<file path="src/rtl/aphi_consts.svh">
// Offsets, field positions, reset values and counts of the parallel host port
`ifndef APHI_CONSTS_SVH
`define APHI_CONSTS_SVH

// ****************************************
// Bus offsets (byte addresses, low 8 bits)
// ****************************************
`define APHI_A_RESULT   8'h00
`define APHI_A_FLAGS    8'h04
`define APHI_A_SETTLE   8'h08
`define APHI_A_STATUS   8'h0c
`define APHI_A_PREG     8'h10
`define APHI_A_PREG_END 8'h2c

// ****************************************
// Port register file fields
// ****************************************
`define APHI_PREG_CNT   8
`define APHI_CTRL1_IDX  3'h0
`define APHI_CTRL2_IDX  3'h1
`define APHI_RB_EN_BIT  15
`define APHI_CLOCK_DIVIDE_SELECT_BIT   4

// ****************************************
// Reset values and counts
// ****************************************
`define APHI_PREG_RST   16'h0000
`define APHI_SETTLE_RST 16'h0040
`define APHI_SYNC_RST   20'h70000
`define APHI_SEQ_W      4

`endif

</file>
<file path="src/rtl/aphi_pkg.sv">
// Types shared by the parallel host port design
package aphi_pkg;

  // Conversion side flags written by the converter core
  typedef struct packed {
    logic over_range;
    logic user_filter_active;
    logic low_power_flag;
    logic filter_checksum_ok;
    logic lock_status;
  } aphi_flags_t;

  // Synchronised pin levels
  typedef struct packed {
    logic        master_clock_in;
    logic        read_write_n;
    logic        chip_select_n;
    logic        filter_align_n;
    logic [15:0] data;
  } aphi_pins_t;

  typedef enum logic [1:0] {
    P_IDLE,
    P_READ,
    P_WRITE
  } aphi_pstate_t;

endpackage

</file>
<file path="src/rtl/aphi_sync.sv">
// Three-stage pin synchroniser with agreement filter
`timescale 1ns/1ps
`default_nettype none
module aphi_sync #(
  parameter int             W   = 1,
  parameter logic [W-1:0]   RST = '0
) (
  // Clock and reset
  input  wire logic         hclk,
  input  wire logic         hresetn,
  input  wire logic         ce,
  // Data
  input  wire logic [W-1:0] d,
  output logic      [W-1:0] q
);

  logic [W-1:0] s1_r;
  logic [W-1:0] s2_r;
  logic [W-1:0] s3_r;
  logic [W-1:0] q_r;
  logic [W-1:0] q_nxt;

  // A bit moves only once the second and third stages agree
  always_comb begin
    q_nxt = (s2_r & s3_r) | (q_r & (s2_r ^ s3_r));
  end

  always_ff @(posedge hclk or negedge hresetn) begin
    if (!hresetn) begin
      s1_r <= RST;
      s2_r <= RST;
      s3_r <= RST;
      q_r  <= RST;
    end else if (ce) begin
      s1_r <= d;
      s2_r <= s1_r;
      s3_r <= s2_r;
      q_r  <= q_nxt;
    end
  end

  assign q = q_r;

endmodule
`default_nettype wire

</file>
<file path="src/rtl/aphi_port.sv">
// Parallel host port of a sigma-delta converter with an AHB-Lite register side
//
// Function
// - Result read as two 16-bit words
// - New result gives one low ready pulse
// - First read drives upper sixteen result bits
// - Second read: low byte plus status
// - Status byte layout, low two bits zero
// - Bus released after select or direction rises
// - New result overwrites unread output register
// - Readback select returns chosen register next
// - Align sampled on falling master clock
// - Valid flag clear until filter settles
// - Register write is address then data
// - Read between writes clears pending address
// - Any register write restarts settle delay
// - Internal clock divide by one or two
// - Divider defaults to divide by two
//
// The register offsets and register access over AHB-Lite are this design's own decisions.
`timescale 1ns/1ps
`default_nettype none
`include "aphi_consts.svh"
module aphi_port (
  // Clock, reset, enable
  input  wire logic        hclk,
  input  wire logic        hresetn,
  input  wire logic        ce,
  // AHB-Lite slave
  input  wire logic        hsel,
  input  wire logic [31:0] haddr,
  input  wire logic [1:0]  htrans,
  input  wire logic        hwrite,
  input  wire logic [2:0]  hsize,
  input  wire logic [31:0] hwdata,
  input  wire logic        hready,
  output logic             hreadyout,
  output logic             hresp,
  output logic      [31:0] hrdata,
  // Parallel port pins
  input  wire logic        master_clock_in,
  input  wire logic        read_write_n,
  input  wire logic        chip_select_n,
  input  wire logic        filter_align_n,
  input  wire logic [15:0] data_in,
  output logic      [15:0] data_out,
  output logic             data_oe,
  output logic             result_ready_n
);

  // ****************************************
  // Pin synchronisers
  // ****************************************
  aphi_pkg::aphi_pins_t pins_raw;
  aphi_pkg::aphi_pins_t pins;

  assign pins_raw = '{master_clock_in, read_write_n, chip_select_n, filter_align_n, data_in};

  aphi_sync #(
    .W   (20),
    .RST (`APHI_SYNC_RST)
  ) u_sync (
    .hclk    (hclk),
    .hresetn (hresetn),
    .ce      (ce),
    .d       (pins_raw),
    .q       (pins)
  );

  function automatic logic preg_hit(input logic [7:0] a);
    preg_hit = (a >= `APHI_A_PREG) && (a <= `APHI_A_PREG_END) && (a[1:0] == 2'b00);
  endfunction

  function automatic logic [2:0] preg_idx(input logic [7:0] a);
    logic [7:0] off;
    off      = a - `APHI_A_PREG;
    preg_idx = off[4:2];
  endfunction

  // ****************************************
  // Core state declarations
  // ****************************************
  aphi_pkg::aphi_pstate_t pstate_r, pstate_nxt;
  logic [23:0]              result_r, result_nxt;
  logic                     half_r, half_nxt;
  logic                     rdy_n_r, rdy_n_nxt;
  logic [15:0]              dout_r, dout_nxt;
  logic                     apend_r, apend_nxt;
  logic [2:0]               addr_r, addr_nxt;
  logic                     rbpend_r, rbpend_nxt;
  logic [2:0]               rbsel_r, rbsel_nxt;
  logic [15:0]              preg_r [`APHI_PREG_CNT];
  logic [15:0]              preg_nxt [`APHI_PREG_CNT];
  logic                     mclk_d_r, mclk_d_nxt;
  logic                     div_r, div_nxt;
  logic                     held_r, held_nxt;
  logic [`APHI_SEQ_W-1:0]   seq_r, seq_nxt;
  logic [15:0]              settle_r, settle_nxt;

  // ****************************************
  // Bus state declarations
  // ****************************************
  logic                     ap_wr_r, ap_wr_nxt;
  logic [7:0]               ap_addr_r, ap_addr_nxt;
  logic [31:0]              rdata_r, rdata_nxt;
  aphi_pkg::aphi_flags_t    flags_r, flags_nxt;
  logic [15:0]              settle_cfg_r, settle_cfg_nxt;

  logic                     res_wr;
  logic                     mclk_rise;
  logic                     mclk_fall;
  logic                     internal_clock_tick;
  logic                     clock_divide_select;
  logic                     result_valid;
  logic [7:0]               status_byte;
  logic                     port_wr_done;

  assign clock_divide_select         = preg_r[`APHI_CTRL2_IDX][`APHI_CLOCK_DIVIDE_SELECT_BIT];
  assign mclk_rise    = pins.master_clock_in & ~mclk_d_r;
  assign mclk_fall    = ~pins.master_clock_in & mclk_d_r;
  // Divide by one passes every rising edge, divide by two every other
  assign internal_clock_tick    = mclk_rise & (clock_divide_select | div_r);
  assign result_valid = (settle_r == 16'h0000) & ~held_r;
  assign status_byte  = {result_valid, flags_r.over_range, flags_r.user_filter_active,
                         flags_r.low_power_flag, flags_r.filter_checksum_ok,
                         flags_r.lock_status, 2'b00};
  assign res_wr       = ap_wr_r & (ap_addr_r == `APHI_A_RESULT);
  assign port_wr_done = (pstate_r == aphi_pkg::P_WRITE) & pins.chip_select_n;

  // ****************************************
  // Clock divider, align and settle
  // ****************************************
  always_comb begin
    mclk_d_nxt = pins.master_clock_in;
    div_nxt    = mclk_rise ? ~div_r : div_r;
    held_nxt   = held_r;
    seq_nxt    = seq_r;
    settle_nxt = settle_r;
    if (mclk_fall) begin
      held_nxt = ~pins.filter_align_n;
    end
    if (mclk_fall && !pins.filter_align_n) begin
      seq_nxt    = '0;
      settle_nxt = settle_cfg_r;
    end else if (port_wr_done && apend_r) begin
      settle_nxt = settle_cfg_r;
    end else if (internal_clock_tick && !held_r) begin
      seq_nxt = seq_r + 1'b1;
      if (settle_r != 16'h0000) begin
        settle_nxt = settle_r - 16'h0001;
      end
    end
  end

  // ****************************************
  // Port sequencing
  // ****************************************
  always_comb begin
    pstate_nxt = pstate_r;
    result_nxt = result_r;
    half_nxt   = half_r;
    rdy_n_nxt  = 1'b1;
    dout_nxt   = dout_r;
    apend_nxt  = apend_r;
    addr_nxt   = addr_r;
    rbpend_nxt = rbpend_r;
    rbsel_nxt  = rbsel_r;
    for (int i = 0; i < `APHI_PREG_CNT; i++) begin
      preg_nxt[i] = preg_r[i];
    end
    case (pstate_r)
      aphi_pkg::P_IDLE: begin
        if (!pins.chip_select_n && !pins.read_write_n) begin
          pstate_nxt = aphi_pkg::P_READ;
          if (rbpend_r) begin
            dout_nxt = preg_r[rbsel_r];
          end else if (half_r) begin
            dout_nxt = {result_r[7:0], status_byte};
          end else begin
            dout_nxt = result_r[23:8];
          end
        end else if (!pins.chip_select_n) begin
          pstate_nxt = aphi_pkg::P_WRITE;
        end
      end
      aphi_pkg::P_READ: begin
        if (pins.chip_select_n || pins.read_write_n) begin
          pstate_nxt = aphi_pkg::P_IDLE;
          apend_nxt  = 1'b0;
          if (rbpend_r) begin
            rbpend_nxt = 1'b0;
          end else begin
            half_nxt = ~half_r;
          end
        end
      end
      aphi_pkg::P_WRITE: begin
        // Word taken at the end of the strobe, when the bus has long settled
        if (pins.chip_select_n) begin
          pstate_nxt = aphi_pkg::P_IDLE;
          if (!apend_r) begin
            addr_nxt  = pins.data[2:0];
            apend_nxt = 1'b1;
          end else begin
            preg_nxt[addr_r] = pins.data;
            apend_nxt        = 1'b0;
            if (addr_r == `APHI_CTRL1_IDX) begin
              rbpend_nxt = pins.data[`APHI_RB_EN_BIT];
              rbsel_nxt  = pins.data[2:0];
            end
          end
        end
      end
      default: begin
        pstate_nxt = aphi_pkg::P_IDLE;
      end
    endcase
    // A new result replaces whatever the host has not yet read
    if (res_wr) begin
      result_nxt = hwdata[23:0];
      half_nxt   = 1'b0;
      rdy_n_nxt  = 1'b0;
    end
  end

  always_ff @(posedge hclk or negedge hresetn) begin
    if (!hresetn) begin
      pstate_r   <= aphi_pkg::P_IDLE;
      result_r   <= 24'h000000;
      half_r     <= 1'b0;
      rdy_n_r    <= 1'b1;
      dout_r     <= 16'h0000;
      apend_r    <= 1'b0;
      addr_r     <= 3'h0;
      rbpend_r   <= 1'b0;
      rbsel_r    <= 3'h0;
      mclk_d_r   <= 1'b0;
      div_r      <= 1'b0;
      held_r     <= 1'b0;
      seq_r      <= '0;
      settle_r   <= `APHI_SETTLE_RST;
      for (int i = 0; i < `APHI_PREG_CNT; i++) begin
        preg_r[i] <= `APHI_PREG_RST;
      end
    end else if (ce) begin
      pstate_r   <= pstate_nxt;
      result_r   <= result_nxt;
      half_r     <= half_nxt;
      rdy_n_r    <= rdy_n_nxt;
      dout_r     <= dout_nxt;
      apend_r    <= apend_nxt;
      addr_r     <= addr_nxt;
      rbpend_r   <= rbpend_nxt;
      rbsel_r    <= rbsel_nxt;
      mclk_d_r   <= mclk_d_nxt;
      div_r      <= div_nxt;
      held_r     <= held_nxt;
      seq_r      <= seq_nxt;
      settle_r   <= settle_nxt;
      for (int i = 0; i < `APHI_PREG_CNT; i++) begin
        preg_r[i] <= preg_nxt[i];
      end
    end
  end

  // ****************************************
  // AHB-Lite slave
  // ****************************************
  // Read data is picked in the address phase so the answer needs no wait state
  always_comb begin
    ap_wr_nxt      = 1'b0;
    ap_addr_nxt    = ap_addr_r;
    rdata_nxt      = rdata_r;
    flags_nxt      = flags_r;
    settle_cfg_nxt = settle_cfg_r;
    if (ap_wr_r) begin
      case (ap_addr_r)
        `APHI_A_FLAGS:  flags_nxt      = hwdata[4:0];
        `APHI_A_SETTLE: settle_cfg_nxt = hwdata[15:0];
        default: begin
        end
      endcase
    end
    if (hready && hsel && htrans[1]) begin
      ap_wr_nxt   = hwrite;
      ap_addr_nxt = haddr[7:0];
      rdata_nxt   = 32'h00000000;
      if (!hwrite) begin
        if (preg_hit(haddr[7:0])) begin
          rdata_nxt = {16'h0000, preg_r[preg_idx(haddr[7:0])]};
        end else begin
          case (haddr[7:0])
            `APHI_A_RESULT: rdata_nxt = {8'h00, result_r};
            `APHI_A_FLAGS:  rdata_nxt = {27'h0, flags_r};
            `APHI_A_SETTLE: rdata_nxt = {16'h0000, settle_cfg_r};
            `APHI_A_STATUS: rdata_nxt = {20'h00000, seq_r, 2'b00, clock_divide_select, held_r,
                                         rbpend_r, apend_r, half_r, result_valid};
            default:        rdata_nxt = 32'h00000000;
          endcase
        end
      end
    end
  end

  always_ff @(posedge hclk or negedge hresetn) begin
    if (!hresetn) begin
      ap_wr_r      <= 1'b0;
      ap_addr_r    <= 8'h00;
      rdata_r      <= 32'h00000000;
      flags_r      <= '0;
      settle_cfg_r <= `APHI_SETTLE_RST;
    end else if (ce) begin
      ap_wr_r      <= ap_wr_nxt;
      ap_addr_r    <= ap_addr_nxt;
      rdata_r      <= rdata_nxt;
      flags_r      <= flags_nxt;
      settle_cfg_r <= settle_cfg_nxt;
    end
  end

  assign hreadyout      = 1'b1;
  assign hresp          = 1'b0;
  assign hrdata         = rdata_r;
  assign data_out       = dout_r;
  assign data_oe        = (pstate_r == aphi_pkg::P_READ);
  assign result_ready_n = rdy_n_r;

endmodule
`default_nettype wire

</file>
<file path="config.mk">
export PLATFORM = sky130hd
export DESIGN_NAME = aphi_port
export DESIGN_NICKNAME = d
export VERILOG_FILES = /design/src/rtl/aphi_pkg.sv /design/src/rtl/aphi_sync.sv /design/src/rtl/aphi_port.sv
export VERILOG_INCLUDE_DIRS = /design/src /design/src/rtl
export SDC_FILE = /design/constraint.sdc
export NUM_CORES = 1
export LEC_CHECK = 0
export ABC_AREA = 1
export CAP_MARGIN = 20
export CORE_UTILIZATION = 50
export CTS_BUF_LIST = sky130_fd_sc_hd__clkbuf_16
export DETAILED_ROUTE_END_ITERATION = 10
export DONT_BUFFER_PORTS = 1
export PLACE_DENSITY = 0.75
export SLEW_MARGIN = 10
export SYNTH_ARGS = -nofsm -noshare
export SYNTH_HDL_FRONTEND = slang
export SYNTH_SLANG_ARGS = --single-unit
export TNS_END_PERCENT = 10
</file>
<file path="constraint.sdc">
create_clock -name hclk -period 1.91 [get_ports hclk]
set_clock_uncertainty 0.1 [all_clocks]
set_input_delay 0.191 -clock hclk [delete_from_list [all_inputs] [get_ports hclk]]
set_output_delay 0.191 -clock hclk [all_outputs]
set_load 0.02 [all_outputs]
</file>
Yosys cells after proc, flatten, opt, wreduce, memory -nomap -nowiden
Index checks and enable logic that the tools add are counted.
{"block": "classes", "add_sub_neg": 3, "magnitude_cmp": 6, "eq_ne": 14, "muxes": 40, "bitwise": 21, "n_reduce_logical": 43}
{"cell": "16-bit two-way mux", "n": 11}
{"cell": "128-bit bitwise mux", "n": 1}
{"cell": "16-bit binary-select mux with 3-bit select", "n": 2}
{"cell": "24-bit one-hot mux with 4 select lines", "n": 1}
{"cell": "16-bit demux with 3-bit select", "n": 1}
{"cell": "24-bit two-way mux", "n": 2}
{"cell": "20-bit bitwise AND", "n": 2}
{"cell": "8-bit by 4-bit equality test with 1-bit output, second input constant", "n": 3}
{"cell": "20-bit bitwise OR", "n": 1}
{"cell": "4-bit AND reduction", "n": 5}
{"cell": "20-bit bitwise XOR", "n": 1}
{"cell": "8-bit by 3-bit equality test with 1-bit output, second input constant", "n": 2}
{"cell": "16-bit zero test", "n": 1}
{"cell": "8-bit zero test", "n": 2}
{"cell": "16-bit nonzero test", "n": 1}
{"cell": "16-bit by 1-bit subtractor with 16-bit output, second input constant", "n": 1}
{"cell": "3-bit AND reduction", "n": 5}
{"cell": "4-bit greater-or-equal comparator, second input constant", "n": 3}
{"cell": "1-bit two-way mux", "n": 12}
{"cell": "4-bit two-way mux", "n": 3}
{"cell": "3-bit inverter with 4-bit output", "n": 3}
{"cell": "1-bit logical AND", "n": 9}
{"cell": "8-bit by 5-bit greater-or-equal comparator with 1-bit output, second input constant", "n": 1}
{"cell": "8-bit by 6-bit <= comparator with 1-bit output, second input constant", "n": 1}
{"cell": "23 further kinds", "n": 53}
{"block": "totals", "ff_bits": 345, "output_inout_bits": 52, "elab_cells": 162}

Longest topological paths before layout
{"block": "logic_depth", "word_depth": 7, "mapped_depth": 12, "depth_no_buf": 11}

Modules after synthesis
From an unflattened synthesis, not the netlist that was laid out.
{"block": "unflattened", "cells_unflattened": 2253, "area_unflattened_um2": 17107.7}
{"mod": "aphi_port", "instances": 1, "cells_per_inst": 1875, "area_per_inst_um2": 13481.7, "seq_area_each_um2": 6434.9}
{"mod": "aphi_sync", "instances": 1, "cells_per_inst": 378, "area_per_inst_um2": 3626.0, "seq_area_each_um2": 2016.9}

Least setup slack after synthesis
OpenSTA, ideal clock, no wires.
{"block": "synth_path", "path_type": "register to register", "from": "reg pstate_r[0]", "to": "reg addr_r[2]", "setup_time_ps": 130, "arrival_ps": 1453, "slack_ps": 228, "stages_incl_launch_ff": 9, "period_less_slack_ps": 1682, "cell_sequence": "dfrtp_1 -> inv_1 -> nor2_1 -> o21a_1 -> nand2_1 -> inv_1 -> nand3_1 -> nand2_1 -> o21ai_0"}
{"block": "synth_via", "elab_chain_len": 2}
{"item": "start: declaration", "line": "aphi_port.sv:83", "rtl": "aphi_pkg::aphi_pstate_t pstate_r, pstate_nxt;"}
{"item": "start signal: assignment", "line": "aphi_port.sv:228", "rtl": "pstate_r <= aphi_pkg::P_IDLE;"}
{"item": "start signal: assignment", "line": "aphi_port.sv:246", "rtl": "pstate_r <= pstate_nxt;"}
{"item": "2-bit equality test", "line": "aphi_port.sv:171", "rtl": "case (pstate_r)"}
{"item": "4-bit AND reduction (no line)"}
{"item": "end signal: assignment", "line": "aphi_port.sv:252", "rtl": "addr_r <= addr_nxt;"}
{"item": "end: declaration", "line": "aphi_port.sv:89", "rtl": "logic [2:0] addr_r, addr_nxt;"}
No other way between the ends.
A chain may end at the register's enable or synchronous reset.

Worst setup path in the final report
{"block": "layout_path", "from": "reg u_sync.q_r[17] (netlist: u_sync.q[17])", "to": "reg dout_r[6] (netlist: data_out[6])"}
{"block": "layout_via", "elab_chain_len": 3}
{"item": "start: declaration", "line": "aphi_sync.sv:20", "rtl": "logic [W-1:0] q_r;"}
{"item": "start signal: assignment", "line": "aphi_sync.sv:38", "rtl": "q_r <= q_nxt;"}
{"item": "1-bit zero test"}
{"item": "1-bit logical AND", "line": "aphi_port.sv:173", "rtl": "if (!pins.chip_select_n && !pins.read_write_n) begin"}
{"item": "3-bit AND reduction (no line)"}
{"item": "end signal: assignment", "line": "aphi_port.sv:250", "rtl": "dout_r <= dout_nxt;"}
{"item": "end: declaration", "line": "aphi_port.sv:87", "rtl": "logic [15:0] dout_r, dout_nxt;"}
No other way between the ends.

==> impl_metrics.ini <==
[critical_path]
rr_endpoint = data_out[6]
path_delay_family = compound AO/OA/AOI/OAI gates
critPathKind = register to register
cp.arrival_ps = 2150
crit_path_cell_trace = nor2_1, nand4_1, buf_12, a211oi_1, a21boi_0
cpMaxStageDelayCell = dfstp_2
end_kind = register
critPathMaxStageDelay_ps = 390
cp_max_fo = 32
ff2ff_setup_slack_ps = 40
cp-start-kind = register
reg2reg_depth = 5
path_buf_inv = 1
crit-reg2reg-launch = u_sync.q[17]
required_ps = 2200

[floorplan]
die_width_microns = 185.3
start_util = 0.5126
core_area_sq_um = 32780
dieArea_sq_um = 34350
rows = 66
die_h_microns = 185.3
num_io_pins = 147

[logic_synthesis]
ys_warn_count = 0
synth_top_family_by_area = simple AND/OR/NAND/NOR gates
yosysSeqAreaShare = 0.5029
yosysUniqueCellTypes = 50
netlist_area_sq_um = 16800
synth_fa_ha_area_frac = 0.01712
async_flop_share = 1.000
syn_avg_cell_area_sq_um = 7.726
synth_mux_area_frac = 0.0006701
synth_edf_count = 0
netlist_instances = 2175
synth_seq_cells = 337
synth_compound_area_frac = 0.1389
synth_xor_area_frac = 0.003648
ys.flop_type = dfrtp_1
synthSimpleGateAreaFrac = 0.2594

[clocking]
cts_hold_buf = 60
cts_buffers = 36
path_clk_slew_ps = 60
worst_skew_pair.late_latency_ps = 530
cts_max_path_buffers = 3
clockRootBuffer = clkbuf_16
htree_levels = 2
tritoncts = yes
clock_sinks = 337

[final_layout]
antenna_cells = 0
areaGrowthSynthToFinish_pct = 13.90
final_layout_size_suffix_gt1_frac = 0.07477
nNetsFinal = 2341
final-seq-area_sq_um = 8453
stdcell_count = 2689
multiInputGateArea_sq_um = 7121
final_area_sq_um = 19140
nFillCells = 2916

[sta]
slew_headroom = 0.3976
period_share = 0.9771
period_needed_ps = 1866
drv_slew = 0
setup_violations = 0
worst_slew_pin_slew_ps = 903.6
setup_slack_ps = 43.71
tns_ps = 0
final_hold_viol_count = 337
fmax_ghz = 0.5358
holdWs_ps = -730.2

[power_and_ir_drop]
power_density_nw_per_um2 = 1064
ir_drop_uv = 803.6
leakage_nw = 9.441

[routing]
drtIter0Drc = 1694
vias = 14980
drc = 0
routedWlPerCell_microns = 17.70
viasPerCell = 5.571
wirelength_microns = 47600
drt_first_pass_iters = 6
ant_nets = 0

[run_status]
status = complete, but fails checks
violations = negative hold slack

[place]
io_buffers = 0
placed_cells = 2564
preCtsSetupSlack_ps = 95.88
hpwl_microns = 30020
finalWeightedCongestion = 0.9192
dpl-instance-area_sq_um = 17370

[hold_path]
min_path_type = primary input to asynchronous set/reset pin

[grt]
grt_pass1_vias = 14360
grt_pass1_wl_microns = 76110
grt-ovfl-total = 0
grt_max_degree = 338
track_usage = 0.2849
antenna_found_initial = 0

[run]
drv_cap = 0
Yosys cell counts, types with 2 or more instances:
cell        n  area share
nand2_2     5      0.0019
clkbuf_2    2     0.00060
ha_1       23       0.017
nor2_2      4      0.0015
buf_1       7      0.0016
inv_1     176       0.039
nor2_4      2      0.0013
nor3_1      8      0.0024
o21ai_1    58       0.017
nand4_4     2      0.0025
nand4_1    12      0.0045
buf_4      16      0.0071
dfstp_2    15       0.023
nand2_4     3      0.0020
a21boi_0   10      0.0045
xor2_1      6      0.0031
buf_6       4      0.0027
o22ai_1     4      0.0015
clkbuf_1   42      0.0094
o21ai_2     5      0.0026
a21boi_1    2     0.00089
nand3_1    85       0.025
nand2_1   634        0.14
o211ai_1   26       0.012
inv_2       7      0.0016
buf_2      45       0.013
o21ai_0   274       0.082
a221oi_1    4      0.0021
or2_0       4      0.0015
clkinv_1    2     0.00045
dfrtp_1   322        0.48
a211oi_1    5      0.0022
inv_4       2     0.00074
nand3_2     5      0.0030
nor2_1    294       0.066
a21oi_1    45       0.013
conb_1      2     0.00045
layout by cell type, fill, tap and decap left out, types with 3 or more instances in the layout:
| cell | synthesis | routed |
|---|---|---|
| nand3_2 | 5 | 5 |
| nand4_4 | 2 | 3 |
| a21oi_1 | 45 | 45 |
| xor2_1 | 6 | 6 |
| clkbuf_16 | 0 | 37 |
| nand4_1 | 12 | 12 |
| buf_12 | 0 | 13 |
| ha_1 | 23 | 22 |
| nand3_1 | 85 | 85 |
| inv_1 | 176 | 183 |
| nor3_1 | 8 | 7 |
| buf_4 | 16 | 43 |
| dfstp_2 | 15 | 15 |
| o211ai_1 | 26 | 26 |
| inv_2 | 7 | 7 |
| conb_1 | 2 | 10 |
| a211oi_1 | 5 | 5 |
| dlygate4sd3_1 | 0 | 58 |
| nor2_1 | 294 | 290 |
| or2_0 | 4 | 4 |
| a21boi_0 | 10 | 10 |
| a221oi_1 | 4 | 4 |
| o21ai_0 | 274 | 274 |
| o21ai_2 | 5 | 5 |
| dfrtp_1 | 322 | 321 |
| o22ai_1 | 4 | 4 |
| nand2_2 | 5 | 6 |
| nor2_2 | 4 | 8 |
| nand2_1 | 634 | 633 |
| nand2_4 | 3 | 3 |
| o21ai_1 | 58 | 58 |
| clkinv_1 | 2 | 13 |
metrics by stage:
stage               power (mW)  utilization
floorplan                12.03            -
global placement         13.35       0.5297
detailed placement       13.51       0.5297
CTS                      20.27       0.5820
global route             21.43       0.5838
finish                   20.37       0.5838
per-layer routing:
| metal | share of wire | GRT usage |
|---|---|---|
| met5 | 0 | 0 |
| met1 | 0.41 | 0.3877 |
| met3 | 0.10 | 0.06252 |
| met2 | 0.45 | 0.4484 |
| met4 | 0.032 | 0.09851 |
report_power, final:
group | internal (mW) | leakage (nW) | switching (mW) | total [mW]
clock network | 3.76 | 0.561 | 2.83 | 6.59
registers | 8.02 | 4.33 | 0.995 | 9.01
logic | 1.68 | 4.55 | 3.08 | 4.76
total | 13.5 | 9.44 | 6.91 | 20.4
cells by family (layout without fill, tap and decap cells):
group | after synthesis | count (layout)
flip-flops | 337 | 337
multiplexers | 1 | 1
adder cells (fa/ha/maj) | 23 | 23
AO/OA/AOI/OAI | 436 | 436
AND/OR/NAND/NOR | 1066 | 1066
buffers and inverters | 303 | 367
other | 2 | 10
XOR/XNOR | 7 | 7
area by class of cell:
type,count,area share
sequential,337,0.4416
multi-input combinational,1543,0.3720
timing repair buffer,117,0.06341
clock buffer,37,0.04837
inverter,187,0.03713
tap,442,0.02889
clock inverter,25,0.008302
timing repair inverter,1,0.0002615
state kept, by name (all words and copies together) (netlist names), 16 cells and up:
| register | flops |
|---|---|
| u_sync.q | 20 |
| settle_cfg_r | 16 |
| hrdata | 24 |
| u_sync.s1_r | 20 |
| settle_r | 16 |
| data_out | 16 |
| u_sync.s2_r | 20 |
| result_r | 24 |
| preg_r | 127 |
| u_sync.s3_r | 20 |
timing repair:
action / CTS / global route
endpoints found under the setup margin: 0 / 23
gates resized for setup: 0 / 12
hold endpoints to repair: 474 / 337
setup buffers: 0 / 2
how the worst max path moves through the flow:
stage	start	endpoint	slack, ps	cells past startpoint
after floorplan	pstate_r[0]	addr_r[2]	230	8
after global placement	rbsel_r[0]	data_out[14]	130	9
after detailed placement	u_sync.q[17]	data_out[6]	100	5
after CTS	rbsel_r[0]	data_out[10]	50	10
after global routing	rbsel_r[0]	data_out[14]	-20	10
final	u_sync.q[17]	data_out[6]	40	5
No activity file was read; power rests on OpenSTA's default activity.
